`config.mk`:
```
export PLATFORM = sky130hd
export DESIGN_NAME = mbpa_modbus_access
export DESIGN_NICKNAME = d
export VERILOG_FILES = /design/src/core/mbpa_pkg.sv /design/src/core/mbpa_param_store.sv /design/src/core/mbpa_modbus_access.sv
export VERILOG_INCLUDE_DIRS = /design/src /design/src/core
export SDC_FILE = /design/constraint.sdc
export NUM_CORES = 1
export LEC_CHECK = 0
export BUFFER_PORTS_ARGS = -buffer_cell sky130_fd_sc_hd__buf_2
export CAP_MARGIN = 0
export CORE_ASPECT_RATIO = 1.75
export CORE_MARGIN = 2
export CORE_UTILIZATION = 53
export CTS_BUF_LIST = sky130_fd_sc_hd__clkbuf_2 sky130_fd_sc_hd__clkbuf_4 sky130_fd_sc_hd__clkbuf_8
export DETAILED_ROUTE_END_ITERATION = 10
export GPL_TIMING_DRIVEN = 0
export PLACE_DENSITY = 0.84
export SLEW_MARGIN = 20
export SYNTH_ARGS = -nofsm -noshare
export SYNTH_HDL_FRONTEND = slang
export SYNTH_SLANG_ARGS = --single-unit
```
`constraint.sdc`:
```
create_clock -name CORE_CLK_IN -period 6.4 [get_ports CORE_CLK_IN]
set_input_delay 0 -clock CORE_CLK_IN [delete_from_list [all_inputs] [get_ports CORE_CLK_IN]]
set_output_delay 0 -clock CORE_CLK_IN [all_outputs]
set_load 0.02 [all_outputs]
```
`src/core/mbpa_regs.svh`:
```
// constants of the modbus parameter access engine
`ifndef MBPA_REGS_SVH
`define MBPA_REGS_SVH
`define MBPA_FC_RD_COILS   8'h01
`define MBPA_FC_RD_DISC    8'h02
`define MBPA_FC_RD_HOLD    8'h03
`define MBPA_FC_RD_INPUT   8'h04
`define MBPA_FC_WR_ONE     8'h06
`define MBPA_FC_WR_COILS   8'h0F
`define MBPA_FC_WR_MULTI   8'h10
`define MBPA_FC_DEV_ID     8'h2B
`define MBPA_EXC_FLAG      8'h80
`define MBPA_EXC_FUNC      8'h01
`define MBPA_EXC_ADDR      8'h02
`define MBPA_EXC_VALUE     8'h03
`define MBPA_MEI_TYPE      8'h0E
`define MBPA_ID_BASIC      8'h01
`define MBPA_ID_OBJECTS    8'h03
`define MBPA_ID_OBJ_LEN    8'h02
`define MBPA_HDR_RD        8'h05
`define MBPA_HDR_WR_ONE    8'h05
`define MBPA_HDR_WR_MULTI  8'h06
`define MBPA_HDR_DEV_ID    8'h04
`define MBPA_HDR_UNKNOWN   8'h01
`define MBPA_LEN_ECHO      8'h05
`define MBPA_LEN_EXC       8'h02
`define MBPA_LEN_ID        8'h13
`define MBPA_LEN_MST       8'h05
`define MBPA_LEN_MST_COIL  8'h06
`define MBPA_RD_MAX_QTY    16'h007D
`define MBPA_WR_MAX_QTY    16'h007B
`define MBPA_MST_MAX_QTY   16'h0010
`define MBPA_PAR_BASE      16'h3D60
`define MBPA_PAR_COUNT     16'h0008
`define MBPA_IDX_FLAG      3'h7
`define MBPA_IDX_MODEL     3'h5
`define MBPA_DEFAULTS      128'h0000_0000_0801_0000_0000_0000_0064_0000
`define MBPA_MIN_VEC       128'h0000_0000_0000_0000_0000_FC18_0000_D8F1
`define MBPA_MAX_VEC       128'h0001_0001_FFFF_FFFF_FFFF_03E8_03E8_270F
`define MBPA_SIGNED_MASK   8'h05
`define MBPA_REBOOT_MASK   8'h30
`endif

```
`src/core/mbpa_pkg.sv`:
```
// types of the modbus parameter access engine
package mbpa_pkg;
  typedef enum logic [2:0] {
    ST_IDLE  = 3'b000,
    ST_HDR   = 3'b001,
    ST_CHECK = 3'b010,
    ST_WDATA = 3'b011,
    ST_DRAIN = 3'b100,
    ST_RESP  = 3'b101
  } mbpa_state_e;
  typedef enum logic [2:0] {
    RK_READ = 3'b000,
    RK_ECHO = 3'b001,
    RK_ID   = 3'b010,
    RK_EXC  = 3'b011,
    RK_MST  = 3'b100
  } mbpa_resp_e;
  typedef logic [15:0] mbpa_word_t;
  typedef struct packed {logic valid; logic last; logic [7:0] data;} mbpa_byte_s;
  typedef struct packed {logic valid; logic [7:0] func; mbpa_word_t addr; mbpa_word_t qty; mbpa_word_t coils;} mbpa_mreq_s;
  typedef struct packed {logic en; logic [2:0] idx; mbpa_word_t data;} mbpa_wr_s;
endpackage : mbpa_pkg

```
`src/core/mbpa_param_store.sv`:
```
// parameter table: stored image, active values and modified flag
`timescale 1ns/1ps
`default_nettype none
`include "mbpa_regs.svh"
module mbpa_param_store (
  input  wire logic              clk_in,
  input  wire logic              arst_n_in,
  input  wire mbpa_pkg::mbpa_wr_s wr_in,
  input  wire logic              restart_in,
  input  wire logic [2:0]        rd_idx_in,
  output wire logic [15:0]       rd_data_out,
  output wire logic [127:0]      active_out,
  output wire logic              modified_out
);
  import mbpa_pkg::*;
  logic [7:0][15:0] stored_reg;
  logic [7:0][15:0] active_reg;
  logic [7:0][15:0] stored_next;
  logic [7:0][15:0] active_next;
  logic             modified_reg;
  logic             modified_next;
  localparam logic [127:0] DEFS     = `MBPA_DEFAULTS;
  localparam logic [7:0]   REBOOT_M = `MBPA_REBOOT_MASK;

  genvar g;
  generate
    for (g = 0; g < 8; g++) begin : g_ent
      wire hit = wr_in.en && wr_in.idx == 3'(g) && 3'(g) != `MBPA_IDX_FLAG;
      assign stored_next[g] = hit ? wr_in.data : stored_reg[g];
      // reboot entries keep the old value live until the next restart
      assign active_next[g] = (hit && !REBOOT_M[g]) ? wr_in.data :
                              (restart_in ? stored_reg[g] : active_reg[g]);
    end
  endgenerate
  assign modified_next = stored_next[6:0] != DEFS[111:0];
  assign rd_data_out   = (rd_idx_in == `MBPA_IDX_FLAG) ? {15'h0000, modified_reg} : stored_reg[rd_idx_in];
  assign active_out    = {15'h0000, modified_reg, active_reg[6:0]};
  assign modified_out  = modified_reg;

  always_ff @(posedge clk_in or negedge arst_n_in) begin
    if (!arst_n_in) begin
      stored_reg   <= `MBPA_DEFAULTS;
      active_reg   <= `MBPA_DEFAULTS;
      modified_reg <= 1'b0;
    end else begin
      stored_reg   <= stored_next;
      active_reg   <= active_next;
      modified_reg <= modified_next;
    end
  end
endmodule : mbpa_param_store
`default_nettype wire

```
`src/core/mbpa_modbus_access.sv`:
```
// modbus parameter access engine: slave pdu interpreter and master request issue
//
// Overview of operation
// answer read holding registers with register contents
// write single register updates addressed parameter
// write multiple registers updates consecutive parameters
// device id returns manufacturer, model, version
// master issues codes 1,2,4,15, max 16
// reader keeps 0..32767 as non-negative value
// reader subtracts 65536 from 32768..65535
// per-parameter signed attribute marks two's complement
// reboot parameters take effect after client restart
// other parameters take effect immediately
// configuration kept in non-volatile storage; code only mirrors writes on NVM_WR_OUT and reset reloads defaults
// each parameter has fixed address and width
// each parameter has permitted value interval
// factory default held until changed
// modified flag set when differing from defaults
// unsupported function gets illegal function exception
`timescale 1ns/1ps
`default_nettype none
`include "mbpa_regs.svh"
module mbpa_modbus_access #(
  parameter logic [15:0] MANUF_ID   = 16'h5A5A, // arbitrary value
  parameter logic [15:0] VERSION_ID = 16'h0100  // arbitrary value
) (
  input  wire logic                 CORE_CLK_IN,
  input  wire logic                 ARST_N_IN,
  input  wire mbpa_pkg::mbpa_byte_s RX_IN,
  output wire logic                 RX_READY_OUT,
  output wire mbpa_pkg::mbpa_byte_s TX_OUT,
  input  wire logic                 TX_READY_IN,
  input  wire mbpa_pkg::mbpa_mreq_s MST_REQ_IN,
  output wire logic                 MST_READY_OUT,
  output var  logic                 MST_REJECT_OUT,
  output wire mbpa_pkg::mbpa_byte_s MST_RSP_OUT,
  input  wire logic                 RESTART_IN,
  output wire logic [127:0]         PARAM_ACTIVE_OUT,
  output wire logic                 PARAM_MODIFIED_OUT,
  output wire mbpa_pkg::mbpa_wr_s   NVM_WR_OUT
);
  import mbpa_pkg::*;

  localparam logic [7:0]   SIGNED_M = `MBPA_SIGNED_MASK;
  localparam logic [127:0] MIN_V    = `MBPA_MIN_VEC;
  localparam logic [127:0] MAX_V    = `MBPA_MAX_VEC;

  function automatic logic [7:0] hdr_need(input logic [7:0] f);
    case (f)
      `MBPA_FC_RD_HOLD:  hdr_need = `MBPA_HDR_RD;
      `MBPA_FC_WR_ONE:   hdr_need = `MBPA_HDR_WR_ONE;
      `MBPA_FC_WR_MULTI: hdr_need = `MBPA_HDR_WR_MULTI;
      `MBPA_FC_DEV_ID:   hdr_need = `MBPA_HDR_DEV_ID;
      default:           hdr_need = `MBPA_HDR_UNKNOWN;
    endcase
  endfunction : hdr_need

  function automatic logic in_limits(input logic [2:0] i, input logic [15:0] v);
    logic [15:0] lo;
    logic [15:0] hi;
    lo = MIN_V[{i, 4'h0} +: 16];
    hi = MAX_V[{i, 4'h0} +: 16];
    // signed entries compare as two's complement
    if (SIGNED_M[i])
      in_limits = $signed(v) >= $signed(lo) && $signed(v) <= $signed(hi);
    else
      in_limits = v >= lo && v <= hi;
  endfunction : in_limits

  function automatic logic [7:0] id_byte(input logic [7:0] n, input logic [15:0] mdl);
    case (n)
      8'h00:   id_byte = `MBPA_FC_DEV_ID;
      8'h01:   id_byte = `MBPA_MEI_TYPE;
      8'h02,
      8'h03:   id_byte = `MBPA_ID_BASIC;
      8'h06:   id_byte = `MBPA_ID_OBJECTS;
      8'h08,
      8'h0C,
      8'h10:   id_byte = `MBPA_ID_OBJ_LEN;
      8'h09:   id_byte = MANUF_ID[15:8];
      8'h0A:   id_byte = MANUF_ID[7:0];
      8'h0B:   id_byte = 8'h01;
      8'h0D:   id_byte = mdl[15:8];
      8'h0E:   id_byte = mdl[7:0];
      8'h0F:   id_byte = 8'h02;
      8'h11:   id_byte = VERSION_ID[15:8];
      8'h12:   id_byte = VERSION_ID[7:0];
      default: id_byte = 8'h00;
    endcase
  endfunction : id_byte

  mbpa_state_e     state_reg;
  mbpa_resp_e      kind_reg;
  logic [5:0][7:0] h_reg;
  logic [7:0]      cnt_reg;
  logic [7:0]      len_reg;
  logic [7:0]      exc_reg;
  logic [7:0]      wbyte_reg;
  logic [15:0]     coils_reg;
  logic [6:0]      widx_reg;
  logic            seen_last_reg;
  logic            lo_reg;
  logic            bad_val_reg;
  logic            mst_wait_reg;
  mbpa_byte_s      tx_reg;
  mbpa_byte_s      mrsp_reg;
  mbpa_wr_s        nvm_reg;
  mbpa_wr_s        wr;
  logic [15:0]     rd_word;
  logic [127:0]    active;
  logic [7:0]      chk_exc;
  logic [7:0]      resp_byte;

  wire [7:0]  fc         = h_reg[0];
  wire [15:0] addr       = {h_reg[1], h_reg[2]};
  wire [15:0] qty        = {h_reg[3], h_reg[4]};
  wire [15:0] off        = addr - `MBPA_PAR_BASE;
  wire [16:0] blk_end    = {1'b0, off} + {1'b0, qty};
  wire        above_base = addr >= `MBPA_PAR_BASE;
  wire        single_ok  = above_base && off < `MBPA_PAR_COUNT && off[2:0] != `MBPA_IDX_FLAG;
  wire        blk_ok     = above_base && blk_end <= {1'b0, `MBPA_PAR_COUNT};
  wire        rd_qty_ok  = qty != 16'h0000 && qty <= `MBPA_RD_MAX_QTY;
  wire        wr_qty_ok  = qty != 16'h0000 && qty <= `MBPA_WR_MAX_QTY && h_reg[5] == {qty[6:0], 1'b0};
  wire        short_hdr  = seen_last_reg && cnt_reg < hdr_need(fc);
  wire        rx_take    = RX_IN.valid && RX_READY_OUT;
  wire [2:0]  widx_idx   = off[2:0] + widx_reg[2:0];
  wire [15:0] wval       = {wbyte_reg, RX_IN.data};
  wire        wr_lo      = state_reg == ST_WDATA && rx_take && lo_reg;
  wire        wval_ok    = in_limits(widx_idx, wval);
  wire        wdone      = wr_lo && (widx_reg + 7'h01) == qty[6:0];
  wire        wr_single  = state_reg == ST_CHECK && fc == `MBPA_FC_WR_ONE && chk_exc == 8'h00;
  wire [7:0]  rd_half    = (cnt_reg - 8'h02) >> 1;
  wire [2:0]  rd_idx     = off[2:0] + rd_half[2:0];
  wire [7:0]  m_func     = MST_REQ_IN.func;
  wire        m_code_ok  = m_func == `MBPA_FC_RD_COILS || m_func == `MBPA_FC_RD_DISC
                        || m_func == `MBPA_FC_RD_INPUT || m_func == `MBPA_FC_WR_COILS;
  wire        mst_ok     = m_code_ok && MST_REQ_IN.qty != 16'h0000 && MST_REQ_IN.qty <= `MBPA_MST_MAX_QTY;
  wire [7:0]  m_bytes    = (MST_REQ_IN.qty[7:0] + 8'h07) >> 3;
  wire [7:0]  m_len      = (m_func == `MBPA_FC_WR_COILS) ? `MBPA_LEN_MST_COIL + m_bytes : `MBPA_LEN_MST;
  wire [7:0]  c_bytes    = (qty[7:0] + 8'h07) >> 3;
  wire        mst_take   = MST_REQ_IN.valid && MST_READY_OUT;

  // drain stops taking bytes once the frame end is seen so the next frame waits
  assign RX_READY_OUT  = state_reg == ST_IDLE || state_reg == ST_HDR || state_reg == ST_WDATA
                      || (state_reg == ST_DRAIN && !seen_last_reg);
  assign MST_READY_OUT = state_reg == ST_IDLE && !RX_IN.valid && !mst_wait_reg;
  assign wr.en   = wr_single || (wr_lo && wval_ok);
  assign wr.idx  = wr_single ? off[2:0] : widx_idx;
  assign wr.data = wr_single ? qty : wval;
  assign TX_OUT             = tx_reg;
  assign MST_RSP_OUT        = mrsp_reg;
  assign NVM_WR_OUT         = nvm_reg;
  assign PARAM_ACTIVE_OUT   = active;

  always_comb begin
    chk_exc = 8'h00;
    case (fc)
      `MBPA_FC_RD_HOLD:  chk_exc = (short_hdr || !rd_qty_ok) ? `MBPA_EXC_VALUE : (!blk_ok ? `MBPA_EXC_ADDR : 8'h00);
      `MBPA_FC_WR_ONE:   chk_exc = short_hdr ? `MBPA_EXC_VALUE : (!single_ok ? `MBPA_EXC_ADDR :
                                   (!in_limits(off[2:0], qty) ? `MBPA_EXC_VALUE : 8'h00));
      `MBPA_FC_WR_MULTI: chk_exc = (seen_last_reg || !wr_qty_ok) ? `MBPA_EXC_VALUE : (!blk_ok ? `MBPA_EXC_ADDR : 8'h00);
      `MBPA_FC_DEV_ID:   chk_exc = (short_hdr || h_reg[1] != `MBPA_MEI_TYPE || h_reg[2] != `MBPA_ID_BASIC)
                                   ? `MBPA_EXC_VALUE : 8'h00;
      default:           chk_exc = `MBPA_EXC_FUNC;
    endcase
  end

  always_comb begin
    resp_byte = 8'h00;
    case (kind_reg)
      RK_READ: resp_byte = (cnt_reg == 8'h00) ? `MBPA_FC_RD_HOLD : (cnt_reg == 8'h01) ? len_reg - 8'h02 :
                           (cnt_reg[0] ? rd_word[7:0] : rd_word[15:8]);
      RK_ECHO: resp_byte = h_reg[cnt_reg[2:0]];
      RK_EXC:  resp_byte = (cnt_reg == 8'h00) ? (fc | `MBPA_EXC_FLAG) : exc_reg;
      RK_ID:   resp_byte = id_byte(cnt_reg, active[{`MBPA_IDX_MODEL, 4'h0} +: 16]);
      RK_MST:  resp_byte = (cnt_reg == 8'h05) ? c_bytes : (cnt_reg == 8'h06) ? coils_reg[7:0] :
                           (cnt_reg == 8'h07) ? coils_reg[15:8] : h_reg[cnt_reg[2:0]];
      default: resp_byte = 8'h00;
    endcase
  end

  // stored image defaults at power-up; persistence is kept by the external nvm mirror
  mbpa_param_store u_store (
    .clk_in       (CORE_CLK_IN),
    .arst_n_in    (ARST_N_IN),
    .wr_in        (wr),
    .restart_in   (RESTART_IN),
    .rd_idx_in    (rd_idx),
    .rd_data_out  (rd_word),
    .active_out   (active),
    .modified_out (PARAM_MODIFIED_OUT)
  );

  always_ff @(posedge CORE_CLK_IN or negedge ARST_N_IN) begin
    if (!ARST_N_IN) begin
      state_reg <= ST_IDLE;
      kind_reg <= RK_EXC;
      h_reg <= '0;
      cnt_reg <= 8'h00;
      len_reg <= 8'h00;
      exc_reg <= 8'h00;
      wbyte_reg <= 8'h00;
      coils_reg <= 16'h0000;
      widx_reg <= 7'h00;
      seen_last_reg <= 1'b0;
      lo_reg <= 1'b0;
      bad_val_reg <= 1'b0;
      mst_wait_reg <= 1'b0;
      tx_reg <= '0;
      mrsp_reg <= '0;
      nvm_reg <= '0;
      MST_REJECT_OUT <= 1'b0;
    end else begin
      MST_REJECT_OUT <= 1'b0;
      mrsp_reg <= '0;
      nvm_reg <= wr;
      case (state_reg)
        ST_IDLE: begin
          if (rx_take && mst_wait_reg) begin
            mrsp_reg <= RX_IN;
            mst_wait_reg <= !RX_IN.last;
          end else if (rx_take) begin
            h_reg <= {40'h00_0000_0000, RX_IN.data};
            cnt_reg <= 8'h01;
            seen_last_reg <= RX_IN.last;
            state_reg <= (RX_IN.last || hdr_need(RX_IN.data) == `MBPA_HDR_UNKNOWN) ? ST_CHECK : ST_HDR;
          end else if (mst_take && mst_ok) begin
            h_reg <= {8'h00, MST_REQ_IN.qty[7:0], MST_REQ_IN.qty[15:8], MST_REQ_IN.addr[7:0], MST_REQ_IN.addr[15:8], m_func};
            coils_reg <= MST_REQ_IN.coils;
            kind_reg <= RK_MST;
            len_reg <= m_len;
            cnt_reg <= 8'h00;
            mst_wait_reg <= 1'b1;
            state_reg <= ST_RESP;
          end else if (mst_take) begin
            MST_REJECT_OUT <= 1'b1;
          end
        end
        ST_HDR: begin
          if (rx_take) begin
            h_reg[cnt_reg[2:0]] <= RX_IN.data;
            cnt_reg <= cnt_reg + 8'h01;
            seen_last_reg <= RX_IN.last;
            if (RX_IN.last || (cnt_reg + 8'h01) == hdr_need(fc))
              state_reg <= ST_CHECK;
          end
        end
        ST_CHECK: begin
          cnt_reg <= 8'h00;
          lo_reg <= 1'b0;
          widx_reg <= 7'h00;
          bad_val_reg <= 1'b0;
          exc_reg <= chk_exc;
          if (chk_exc != 8'h00) begin
            kind_reg <= RK_EXC;
            len_reg <= `MBPA_LEN_EXC;
          end else if (fc == `MBPA_FC_RD_HOLD) begin
            kind_reg <= RK_READ;
            len_reg <= {qty[6:0], 1'b0} + 8'h02;
          end else if (fc == `MBPA_FC_DEV_ID) begin
            kind_reg <= RK_ID;
            len_reg <= `MBPA_LEN_ID;
          end else begin
            kind_reg <= RK_ECHO;
            len_reg <= `MBPA_LEN_ECHO;
          end
          if (chk_exc == 8'h00 && fc == `MBPA_FC_WR_MULTI)
            state_reg <= ST_WDATA;
          else
            state_reg <= seen_last_reg ? ST_RESP : ST_DRAIN;
        end
        ST_WDATA: begin
          if (rx_take) begin
            lo_reg <= !lo_reg;
            seen_last_reg <= RX_IN.last;
            if (!lo_reg)
              wbyte_reg <= RX_IN.data;
            if (wr_lo)
              widx_reg <= widx_reg + 7'h01;
            if (wr_lo && !wval_ok)
              bad_val_reg <= 1'b1;
            if (wdone || RX_IN.last) begin
              state_reg <= RX_IN.last ? ST_RESP : ST_DRAIN;
              // out of range words are skipped; the rest of the block still lands
              if (bad_val_reg || (wr_lo && !wval_ok) || !wdone) begin
                kind_reg <= RK_EXC;
                exc_reg <= `MBPA_EXC_VALUE;
                len_reg <= `MBPA_LEN_EXC;
              end
            end
          end
        end
        ST_DRAIN: begin
          if (seen_last_reg || (rx_take && RX_IN.last))
            state_reg <= ST_RESP;
        end
        ST_RESP: begin
          if (!tx_reg.valid || TX_READY_IN) begin
            if (cnt_reg < len_reg) begin
              tx_reg <= '{valid: 1'b1, last: (cnt_reg + 8'h01) == len_reg, data: resp_byte};
              cnt_reg <= cnt_reg + 8'h01;
            end else begin
              tx_reg <= '0;
              state_reg <= ST_IDLE;
            end
          end
        end
        default: state_reg <= ST_IDLE;
      endcase
    end
  end
endmodule : mbpa_modbus_access
`default_nettype wire

```
[Word level (Yosys, flattened, before mapping)]
Memory sizes are Yosys's and may differ from the RTL's.
Index checks and enable logic that the tools add are counted.
W data, S select, Z words.
Operators by class
  magnitude comparators: 21
  reductions and logical operators: 103
  mux-type cells: 130
  shift operators: 4
  equality and inequality tests: 69
  add/subtract/negate cells: 12
  bitwise logic cells: 3
Operators by type and width (count)
  $shiftx A128 B8 Y16 const A: 4
  $mux W16: 20
  $mux W8: 32
  $mux W48: 4
  $ne A112 B92 Y1 const B: 1
  $pmux W48 S2: 1
  $eq A8 B4 Y1 const B: 9
  $ge A16 B16 Y1: 4
  $le A16 B16 Y1: 4
  $pmux W8 S4: 2
  $pmux W8 S8: 1
  $mux W3: 18
  $bmux W16 S3: 1
  $bwmux W48: 1
  $eq A8 B3 Y1 const B: 6
  $eq A8 B2 Y1 const B: 5
  $pmux W8 S5: 1
  $logic_and A1 B1 Y1: 37
  $eq A8 B5 Y1 const B: 4
  $le A16 B7 Y1 const B: 2
  $reduce_bool A16 Y1: 2
  $mux W10: 3
  $pmux W3 S3: 3
  $bmux W8 S3: 1
  other kinds (59): 176
Storage, ports and cells
  memories: 2
  bits in registers: 379
  bits of input ports: 71
  word-level logic and storage cells: 387
  memory bits (read-only): 16
Memories
  (no name shown): words 8, width 1, rd ports 1, clocked after Yosys merged registers in 0, wr ports 0, line mbpa_modbus_access.sv:64  | if (SIGNED_M[i])
  (no name shown): words 8, width 1, rd ports 1, clocked after Yosys merged registers in 0, wr ports 0, line mbpa_modbus_access.sv:64

[Longest topological paths before layout]
Gate-level depths: netlist of run 1.
  depth in word-level cells: 17
  depth in mapped cells: 22

[Modules after synthesis]
A second synthesis of run 1 with hierarchy kept.
Second synthesis, totals
  cell total of the unflattened synthesis: 2246
  area total of the unflattened synthesis: 22143.7 µm²
Modules (own cells, without submodules)
  mbpa_modbus_access: area an instance 12365.6 µm², sequential area each 3706.1 µm², cells an instance 1419, instances 1
  mbpa_param_store: area an instance 9778.1 µm², sequential area each 5642.9 µm², cells an instance 827, instances 1

[Worst setup path before layout of run 1]
Ideal clock, no wire load.
  kind: register to register
  start: register widx_reg[0]
  end: register u_store.modified_reg (netlist: u_store.modified_out)
  period minus slack after synthesis: 5.090 ns
  path buffers: 1
  required time: 6.261 ns
  data arrival time: 4.951 ns
  setup slack: 1.310 ns
  setup time: 0.139 ns
  stages on the path, launching flop included: 19
  cell sequence: dfrtp_1 -> ha_1 -> fa_1 -> xnor3_1 -> nor2_1 -> a21oi_1 -> ha_1 -> nand2_1 -> nor4_1 -> a21oi_1 -> o31ai_1 -> o211ai_1 -> nor2_1 -> a22o_1 -> a31o_1 -> buf_2 -> mux2_4 -> or4_1 -> or4_1
On the way
  cells in the longest elaborated chain, start to end: 10
  elaborated cells between the ends (all ways): 37
RTL lines
  start: declaration: line mbpa_modbus_access.sv:100  | logic [6:0] widx_reg;
  start signal: assignment: line mbpa_modbus_access.sv:279  | widx_reg <= widx_reg + 7'h01;
  $add A3 B3 Y3 (*): line mbpa_modbus_access.sv:126  | wire [2:0] widx_idx = off[2:0] + widx_reg[2:0];
  $shiftx A128 B8 Y16, on equally long branches: line mbpa_modbus_access.sv:61, mbpa_modbus_access.sv:62
  $ge A16 B16 Y1 (tied with other cells): line mbpa_modbus_access.sv:67  | in_limits = v >= lo && v <= hi;
  $logic_and A1 B1 Y1, on equally long branches: line mbpa_modbus_access.sv:67, mbpa_modbus_access.sv:65
  $mux W1: line mbpa_modbus_access.sv:64
  $logic_and A1 B1 Y1: line mbpa_modbus_access.sv:147  | assign wr.en = wr_single || (wr_lo && wval_ok);
  $logic_or A1 B1 Y1: line mbpa_modbus_access.sv:147
  $logic_and A1 B1 Y1: line mbpa_param_store.sv:28  | wire hit = wr_in.en && wr_in.idx == 3'(g) && 3'(g) != `MBPA_IDX_FLAG;
  $mux W16: line mbpa_param_store.sv:29  | assign stored_next[g] = hit ? wr_in.data : stored_reg[g];
  $ne A112 B92 Y1 (*): line mbpa_param_store.sv:35  | assign modified_next = stored_next[6:0] != DEFS[111:0];
  via u_store.modified_next: line mbpa_param_store.sv:21  | logic modified_next;
  end signal: assignment: line mbpa_param_store.sv:48  | modified_reg <= modified_next;
  end: declaration: line mbpa_param_store.sv:20  | logic modified_reg;
Mark *: on every way through the listed nets, which the timed path passes. The rest lies on a longest branch. The select of a mux whose other input is x is not followed.
A chain may end at the register's enable or synchronous reset.

[Worst setup path in the final report of run 1]
  start: register cnt_reg[2]
  end: register tx_reg, in the netlist TX_OUT[3]
On the way
  cells in the longest elaborated chain, start to end: 10
  elaborated cells between the ends (all ways): 39
RTL lines
  start: declaration: line mbpa_modbus_access.sv:95  | logic [7:0] cnt_reg;
  start signal: assignment: line mbpa_modbus_access.sv:242  | cnt_reg <= cnt_reg + 8'h01;
  start signal: assignment: line mbpa_modbus_access.sv:301  | cnt_reg <= cnt_reg + 8'h01;
  $sub A4 B2 Y4: line mbpa_modbus_access.sv:132  | wire [7:0] rd_half = (cnt_reg - 8'h02) >> 1;
  $add A3 B3 Y3: line mbpa_modbus_access.sv:133  | wire [2:0] rd_idx = off[2:0] + rd_half[2:0];
  $bmux W16 S3: line mbpa_param_store.sv:36  | assign rd_data_out = (rd_idx_in == `MBPA_IDX_FLAG) ? {15'h0000, modified_reg} : stored_reg[rd_idx_in];
  $mux W16 (implied by the code): line mbpa_param_store.sv:36
  $mux W16: line mbpa_param_store.sv:36
  $mux W8: line mbpa_modbus_access.sv:172  | (cnt_reg[0] ? rd_word[7:0] : rd_word[15:8]);
  $mux W8 (2 in series): line mbpa_modbus_access.sv:171  | RK_READ: resp_byte = (cnt_reg == 8'h00) ? `MBPA_FC_RD_HOLD : (cnt_reg == 8'h01) ? len_reg - 8'h02 :
  $pmux W8 S5: line mbpa_modbus_access.sv:170  | case (kind_reg)
  $mux W10 (*): line mbpa_modbus_access.sv:299  | if (cnt_reg < len_reg) begin
  end signal: assignment: line mbpa_modbus_access.sv:300  | tx_reg <= '{valid: 1'b1, last: (cnt_reg + 8'h01) == len_reg, data: resp_byte};
  end: declaration: line mbpa_modbus_access.sv:105  | mbpa_byte_s tx_reg;
Every way passes the cells marked *; elsewhere a longest branch is shown, timed or not. The select of a mux whose other input is x is not followed.

==> run_results.csv, run 1 <==
group,metric,value,unit
status,outcome,"finished clean",
timing,setup-violations-final,0,
layout,fin_cells,3218,
power_and_ir_drop,powerDensity,514,nW/um^2
power_and_ir_drop,p_switching,6.63,mW
clock_tree,cts_made_buffers,54,
grt,grt_pass1_vias,21200,
die,die_w,159,um
place,port_buffers,224,
power_and_ir_drop,switching_share,49.0,%
power_and_ir_drop,vdd_drop_max,0.000339,V
clock_tree,cts_tree,"yes",
die,coreArea,41500,sq um
clock_tree,root_buffer,"clkbuf_8",
die,die_h,275,um
grt,grt_overflow,0,
drt,wl,86400,um
synthesis,yosys.area_share.simple,15.6,%
synthesis,syn_inst,2252,
drt,drtIter0Drc,2064,
synthesis,synth_xor_area_share,2.81,%
die,initial_core_util,53.6,%
worst_setup_path,crit_buf_inv,6,
grt,antenna_found_initial,1,
power_and_ir_drop,p_leak,12.6,nW
synthesis,synth_top_family_by_area,"simple AND/OR/NAND/NOR gates",
layout,nFillCells,3324,
drt,drc,0,
synthesis,synth_warnings,0,
synthesis,syn_avg_cell_area,9.87,sq um
synthesis,muxShareOfSynthArea,14.3,%
run,maxCapViolations,0,
worst_setup_path,arrival,6.69,ns
drt,top_layer,"met4",
worst_setup_path,worstPathRequired,6.93,ns
layout,nets,2802,
place,dp_worst_setup_slack,-0.638,ns
drt,vias,20800,
drt,wl_per_cell,26.8,um
clock_tree,cts_setup_buffers,0,
timing,worst_slew_pin_slew,1.07,ns
clock_tree,htreeDepth,2,
timing,drv_slew,0,
worst_setup_path,cpMostUsedCell,"clkbuf_1",
layout,syn_to_final_growth,18.4,%
grt,grt_pass1_wl,128000,um
timing,clock-skew-final,0.0612,ns
timing,finalCriticalPeriod,6.16,ns
hold_path,hold_path.class,"primary input to flip-flop",
worst_setup_path,critPathLaunchType,"flip-flop",
die,die-area,43700,sq um
worst_setup_path,end_kind,"flip-flop",
synthesis,yosys.area_share.adder,6.46,%
timing,setup_ws,0.241,ns
clock_tree,path_clk_slew,0.08,ns
synthesis,syn_area,22200,sq um
clock_tree,clkLatencyLatePin,0.67,ns
drt,via_per_inst,6.48,
worst_setup_path,slowest_delay,0.71,ns
power_and_ir_drop,p_int,6.91,mW
layout,drive_gt1_share,23.7,%
synthesis,synth_enable_flop_cells,0,
worst_setup_path,critical-path-top-delay-family,"buffers and inverters",
die,io_pins,243,
drt,antenna_left,0,
timing,slew-limit-headroom,27.9,%
place,hpwl,65000,um
synthesis,ys_async_sr_fraction,100,%
worst_setup_path,critPathMaxFanout,12,
place,post-place-cells,3050,
hold_path,min_from,"RX_IN[4]",
timing,hold_viol_final,0,
die,rows,99,
grt,grt_use_total,38.7,%
worst_setup_path,crit_start,"cnt_reg[2]$_DFFE_PN0P_",
synthesis,seq_area_frac_synth,42.1,%
synthesis,ys_types,89,
synthesis,synthFlopType,"dfrtp_1",
drt,drt_first_pass_iters,6,
power_and_ir_drop,pwr-share-clk,16.5,%
worst_setup_path,cpMaxStageDelayCell,"buf_1",
drt,route.met2.wl,43500,um
grt,grt_start_max_net_pins,110,
place,gp_congestion,1.05,
timing,period_share,96.2,%
timing,max_freq,162,MHz
worst_setup_path,r2r-start,"cnt_reg[2]$_DFFE_PN0P_",
power_and_ir_drop,pwr-share-comb,55.9,%
drt,wl_met1,27900,um
synthesis,ys_seq_elements,373,
drt,wl_met3,5920,um
worst_setup_path,path_class,"flip-flop to flip-flop",
power_and_ir_drop,seq_power_share,27.5,%
clock_tree,cts_sinks,373,
worst_setup_path,path_cells,"clkbuf_1, inv_1, clkbuf_1, ha_1, fa_1, xor2_1, xnor2_1, buf_1, clkbuf_1, clkbuf_1, a21oi_1, mux4_2, a22oi_1, o211ai_1, a22o_1",
synthesis,synth_compound_area_share,14.5,%
clock_tree,clockBufferDepth,3,
-- through the flow --
stage          instance area (sq um)  setup TNS (ns)  utilization [%]  hold WS [ns]  power, mW
2_1_floorplan                  22300               0                -        -0.296       8.32
3_3_place_gp                   24100         -540.09             58.1         0.226       10.7
3_5_place_dp                   24200          -0.638             58.4        -0.164       11.0
4_1_cts                        26200               0             63.2      0.000386       13.3
5_1_grt                        26300        -0.00714             63.4        0.0334       14.2
6_report                       26300               0             63.4        0.0399       13.5
-- path summary, 6_finish.rpt --
kind	cells after the start	slack, ns	end
setup / recovery	15	0.24	TX_OUT[3]$_DFFE_PN0P_
hold / removal	2	0.04	NVM_WR_OUT[4]$_DFF_PN0_
setup reg to reg	15	0.24	TX_OUT[3]$_DFFE_PN0P_
hold reg to reg	1	0.51	u_store.active_out[31]$_DFFE_PN0P_
max in group asynchronous	6	4.47	TX_OUT[1]$_DFFE_PN0P_
min in group asynchronous	4	0.51	u_store.active_out[102]$_DFFE_PN0P_
-- cell usage after synthesis (all sizes together) (11+ instances only) --
| library cell | n | area, sq um |
|---|---|---|
| nand3b | 11 | 82.6 |
| nor3 | 52 | 260 |
| a32oi | 34 | 298 |
| nand3 | 68 | 340 |
| a21o | 20 | 150 |
| or4 | 14 | 105 |
| and3 | 16 | 100 |
| mux2 | 174 | 1960 |
| clkbuf | 95 | 357 |
| nand4 | 24 | 150 |
| and2 | 23 | 144 |
| a22oi | 17 | 128 |
| o31ai | 11 | 82.6 |
| dfrtp | 361 | 9030 |
| mux2i | 47 | 503 |
| nor2b | 17 | 106 |
| or3 | 11 | 68.8 |
| nor2 | 202 | 761 |
| nor4 | 46 | 300 |
| nand2 | 180 | 676 |
| a21oi | 175 | 876 |
| xnor2 | 40 | 350 |
| a31oi | 15 | 93.8 |
| o211ai | 13 | 97.6 |
| ha | 110 | 1380 |
| o21ai | 130 | 651 |
| a211oi | 21 | 163 |
| xor2 | 26 | 228 |
| inv | 62 | 233 |
| mux4 | 32 | 721 |
| buf | 62 | 342 |
| a22o | 13 | 114 |
| dfstp | 12 | 315 |
-- kinds of logic (layout without fill, tap and decap cells) --
| kind of cell | Yosys count | in the layout |
|---|---|---|
| AND/OR/NAND/NOR | 711 | 711 |
| multiplexers | 253 | 253 |
| buffers and inverters | 219 | 615 |
| XOR/XNOR | 68 | 68 |
| flip-flops | 373 | 373 |
| adder cells (fa/ha/maj) | 113 | 113 |
| other | 1 | 16 |
| AO/OA/AOI/OAI | 514 | 514 |
-- timing repair --
action / 4_1_cts / 5_1_grt
hold endpoints to repair: 246 / 2
endpoints found under the setup margin: 1 / 14
pin swaps: 0 / 0
hold buffers: 67 / 1
gates resized for setup: 5 / 20
-- layer usage --
metal / global-route usage [%] / vias to the layer above
met5: 0 / -
met4: 35.3 / 0
met3: 6.05 / 467
met2: 68.9 / 1295
met1: 39.1 / 10100
li1: - / 8943
-- cells in the final DEF (no fill, tap or decap), drive strengths merged, types with 68 or more instances in the layout --
master       count
a21oi          175
buf            291
clkbuf         177
dfrtp          361
dlygate4sd3     68
ha             110
mux2           174
nand2          180
nand3           68
nor2           202
o21ai          130
-- final cells by class --
| type | instances | area [sq um] | share of cell area (%) |
|---|---|---|---|
| tap | 555 | 694 | 2.64 |
| inverter | 62 | 233 | 0.884 |
| sequential | 373 | 9350 | 35.5 |
| clock inverter | 17 | 195 | 0.742 |
| buffer | 156 | 698 | 2.65 |
| multi-input combinational | 1674 | 12100 | 46.1 |
| timing repair buffer | 297 | 1930 | 7.32 |
| clock buffer | 83 | 1090 | 4.13 |
| antenna | 1 | 2.50 | 0.00951 |
-- power groups by stage --
stage	Combinational (mW)	Sequential, mW	Clock [mW]
floorplan	4.73	3.59	0
global placement	7.06	3.68	0
CTS	7.36	3.67	2.24
global route	8.09	3.74	2.33
detailed placement	7.29	3.71	0
finish	7.57	3.73	2.24
No activity file was read; power rests on OpenSTA's default activity.
==> inputs of run 2 (changes only) <==
Clock period 6.4 ns to 5.7 ns, I/O delays scaled along.
==> run 2 against run 1 <==
  * Fmax grew 8.6%
  * Critical path type unchanged
  * Largest power group unchanged
  * Clock skew shrank 0.0048 ns
  * Sequential cell count is the same
  * Critical path depth grew 4
==> run_results.csv, run 2 (same netlist as run 1, synthesis figures left out) <==
group,metric,value,unit
worst_setup_path,crit_start,"widx_reg[0]$_DFFE_PN0P_",
drt,top_layer,"met4",
grt,grt_pass1_wl,128000,um
clock_tree,cts_sinks,373,
die,io_pins,243,
hold_path,hold_path.class,"primary input to flip-flop",
worst_setup_path,end_kind,"flip-flop",
worst_setup_path,cpMaxStageDelayCell,"fa_2",
grt,grt_overflow,0,
drt,drtIter0Drc,2072,
layout,nFillCells,3293,
drt,via_per_inst,6.46,
timing,clock-skew-final,0.0564,ns
place,hpwl,65000,um
hold_path,min_from,"RX_IN[4]",
layout,multi_input_area,12200,sq um
drt,wl_met3,6170,um
run,maxCapViolations,0,
grt,grt_start_max_net_pins,110,
power_and_ir_drop,powerDensity,580,nW/um^2
clock_tree,htreeDepth,2,
drt,route.met2.wl,43000,um
die,coreArea,41500,sq um
die,die_h,275,um
power_and_ir_drop,p_leak,12.8,nW
die,rows,99,
timing,period_share,99.5,%
timing,rsz0062_at_grt,"true",
timing,worst_slew_pin_slew,1.06,ns
die,die_w,159,um
grt,antenna_found_initial,1,
drt,drc,0,
grt,grt_use_total,38.9,%
layout,fin_cells,3239,
timing,hold_viol_final,0,
layout,layout_commonest_cell,"dfrtp_1",
die,die-area,43700,sq um
layout,nets,2823,
worst_setup_path,path_class,"flip-flop to flip-flop",
clock_tree,path_clk_slew,0.09,ns
drt,wl_per_cell,26.8,um
power_and_ir_drop,vdd_drop_max,0.000386,V
worst_setup_path,arrival,6.17,ns
clock_tree,root_buffer,"clkbuf_8",
drt,antenna_left,0,
worst_setup_path,path_cells,"ha_1, fa_2, ha_1, nand2b_1, nand2_2, ha_1, nand4_1, nor4_4, a21oi_1, o31ai_1, o211ai_1, buf_4, nor4_1, a31oi_2, or3_1, a222oi_1, nor4b_2, nand3_1, or4_1",
worst_setup_path,worstPathRequired,6.20,ns
layout,syn_to_final_growth,19.7,%
grt,grt_pass1_vias,21200,
layout,mostFrequentLayoutCells,"358 x dfrtp_1, 237 x buf_2, 196 x nor2_1",
timing,drv_slew,0,
clock_tree,cts_tree,"yes",
clock_tree,clockBufferDepth,3,
timing,max_freq,176,MHz
layout,regArea,9350,sq um
clock_tree,cts_made_buffers,54,
layout,drive_gt1_share,25.3,%
worst_setup_path,critPathMaxFanout,6,
worst_setup_path,slowest_delay,0.54,ns
place,post-place-cells,3050,
worst_setup_path,critPathLaunchType,"flip-flop",
worst_setup_path,cpMostUsedCell,"ha_1",
layout,final_util,64.1,%
timing,tns,0,ns
power_and_ir_drop,p_total,15.4,mW
status,outcome,"finished clean",
die,initial_core_util,53.6,%
place,port_buffers,224,
drt,wl,86800,um
place,gp_congestion,1.05,
drt,vias,20900,
timing,slew-limit-headroom,29.3,%
drt,wl_met1,27900,um
timing,finalCriticalPeriod,5.67,ns
drt,drt_first_pass_iters,6,
clock_tree,clkLatencyLatePin,0.67,ns
timing,setup-violations-final,0,
worst_setup_path,r2r-start,"widx_reg[0]$_DFFE_PN0P_",
[run 2: changes by cell type in the layout (fill, tap and decap cells not counted), sizes merged]
cell / previous run / this run
clkinvlp: 1 / 2
buf: 291 / 310
clkdlybuf4s15: 0 / 1
clkbuf: 177 / 178
inv: 65 / 64
[run 2: what timing repair did]
item | CTS | global route
setup endpoints to repair | 106 | 119
hold buffers | 68 | 0
resized for setup | 35 | 31
pin swaps | 2 | 10
endpoints found under the hold margin | 252 | 0
buffers inserted | 1 | 21
[run 2: area by class of cell]
cell class              count  area share (%)
clock inverters            17           0.734
clock buffers              83            4.08
flip-flops and latches    373            35.2
multi-input cells        1674            45.9
plain buffers             155            2.71
inverters                  62           0.889
repair buffers            319            7.86
well taps                 555            2.61
diodes                      1         0.00941
[run 2: metrics by stage]
| step | hold WS [ns] | instance area, sq um | setup slack, ns |
|---|---|---|---|
| 6_report | 0.0603 | 26600 | 0.0298 |
| 5_1_grt | 0.0324 | 26600 | -0.136 |
| 4_1_cts | 0.00705 | 26400 | -0.152 |
| 3_5_place_dp | -0.164 | 24200 | -1.34 |
| 3_3_place_gp | 0.226 | 24100 | -2.26 |
| 2_1_floorplan | -0.296 | 22300 | 0.610 |
[run 2: power breakdown]
group          total, mW  internal, mW  leakage [nW]  switching, mW
Combinational       8.75          3.24          7.08           5.51
Clock               2.51          1.37         0.676           1.14
Sequential          4.17          3.28          5.03          0.885
[run 2: layer usage]
layer	up-vias	track usage (%)
met3	516	6.32
li1	8998	-
met2	1299	68.8
met1	10100	39.2
met4	0	36.0
met5	-	0
[run 2: worst paths after layout]
path	endpoint	cells past startpoint	slack, ns
min in group asynchronous	u_store.stored_reg[111]$_DFF_PN0_	4	0.51
hold reg to reg	widx_reg[0]$_DFFE_PN0P_	1	0.47
setup reg to reg	u_store.modified_out$_DFF_PN0_	19	0.03
hold / removal	NVM_WR_OUT[4]$_DFF_PN0_	2	0.06
max in group asynchronous	TX_OUT[1]$_DFFE_PN0P_	6	3.77
setup / recovery	u_store.modified_out$_DFF_PN0_	19	0.03
[run 2: worst max-delay path: cells and delay by family (launching register included)]
family,cells,cell delay (ns)
and+or+nand+nor,9,2.29
buffers and inverters,1,0.21
adders and majority gates,4,1.41
DFF,1,0.43
AOI/OAI and AO/OA,5,1.20
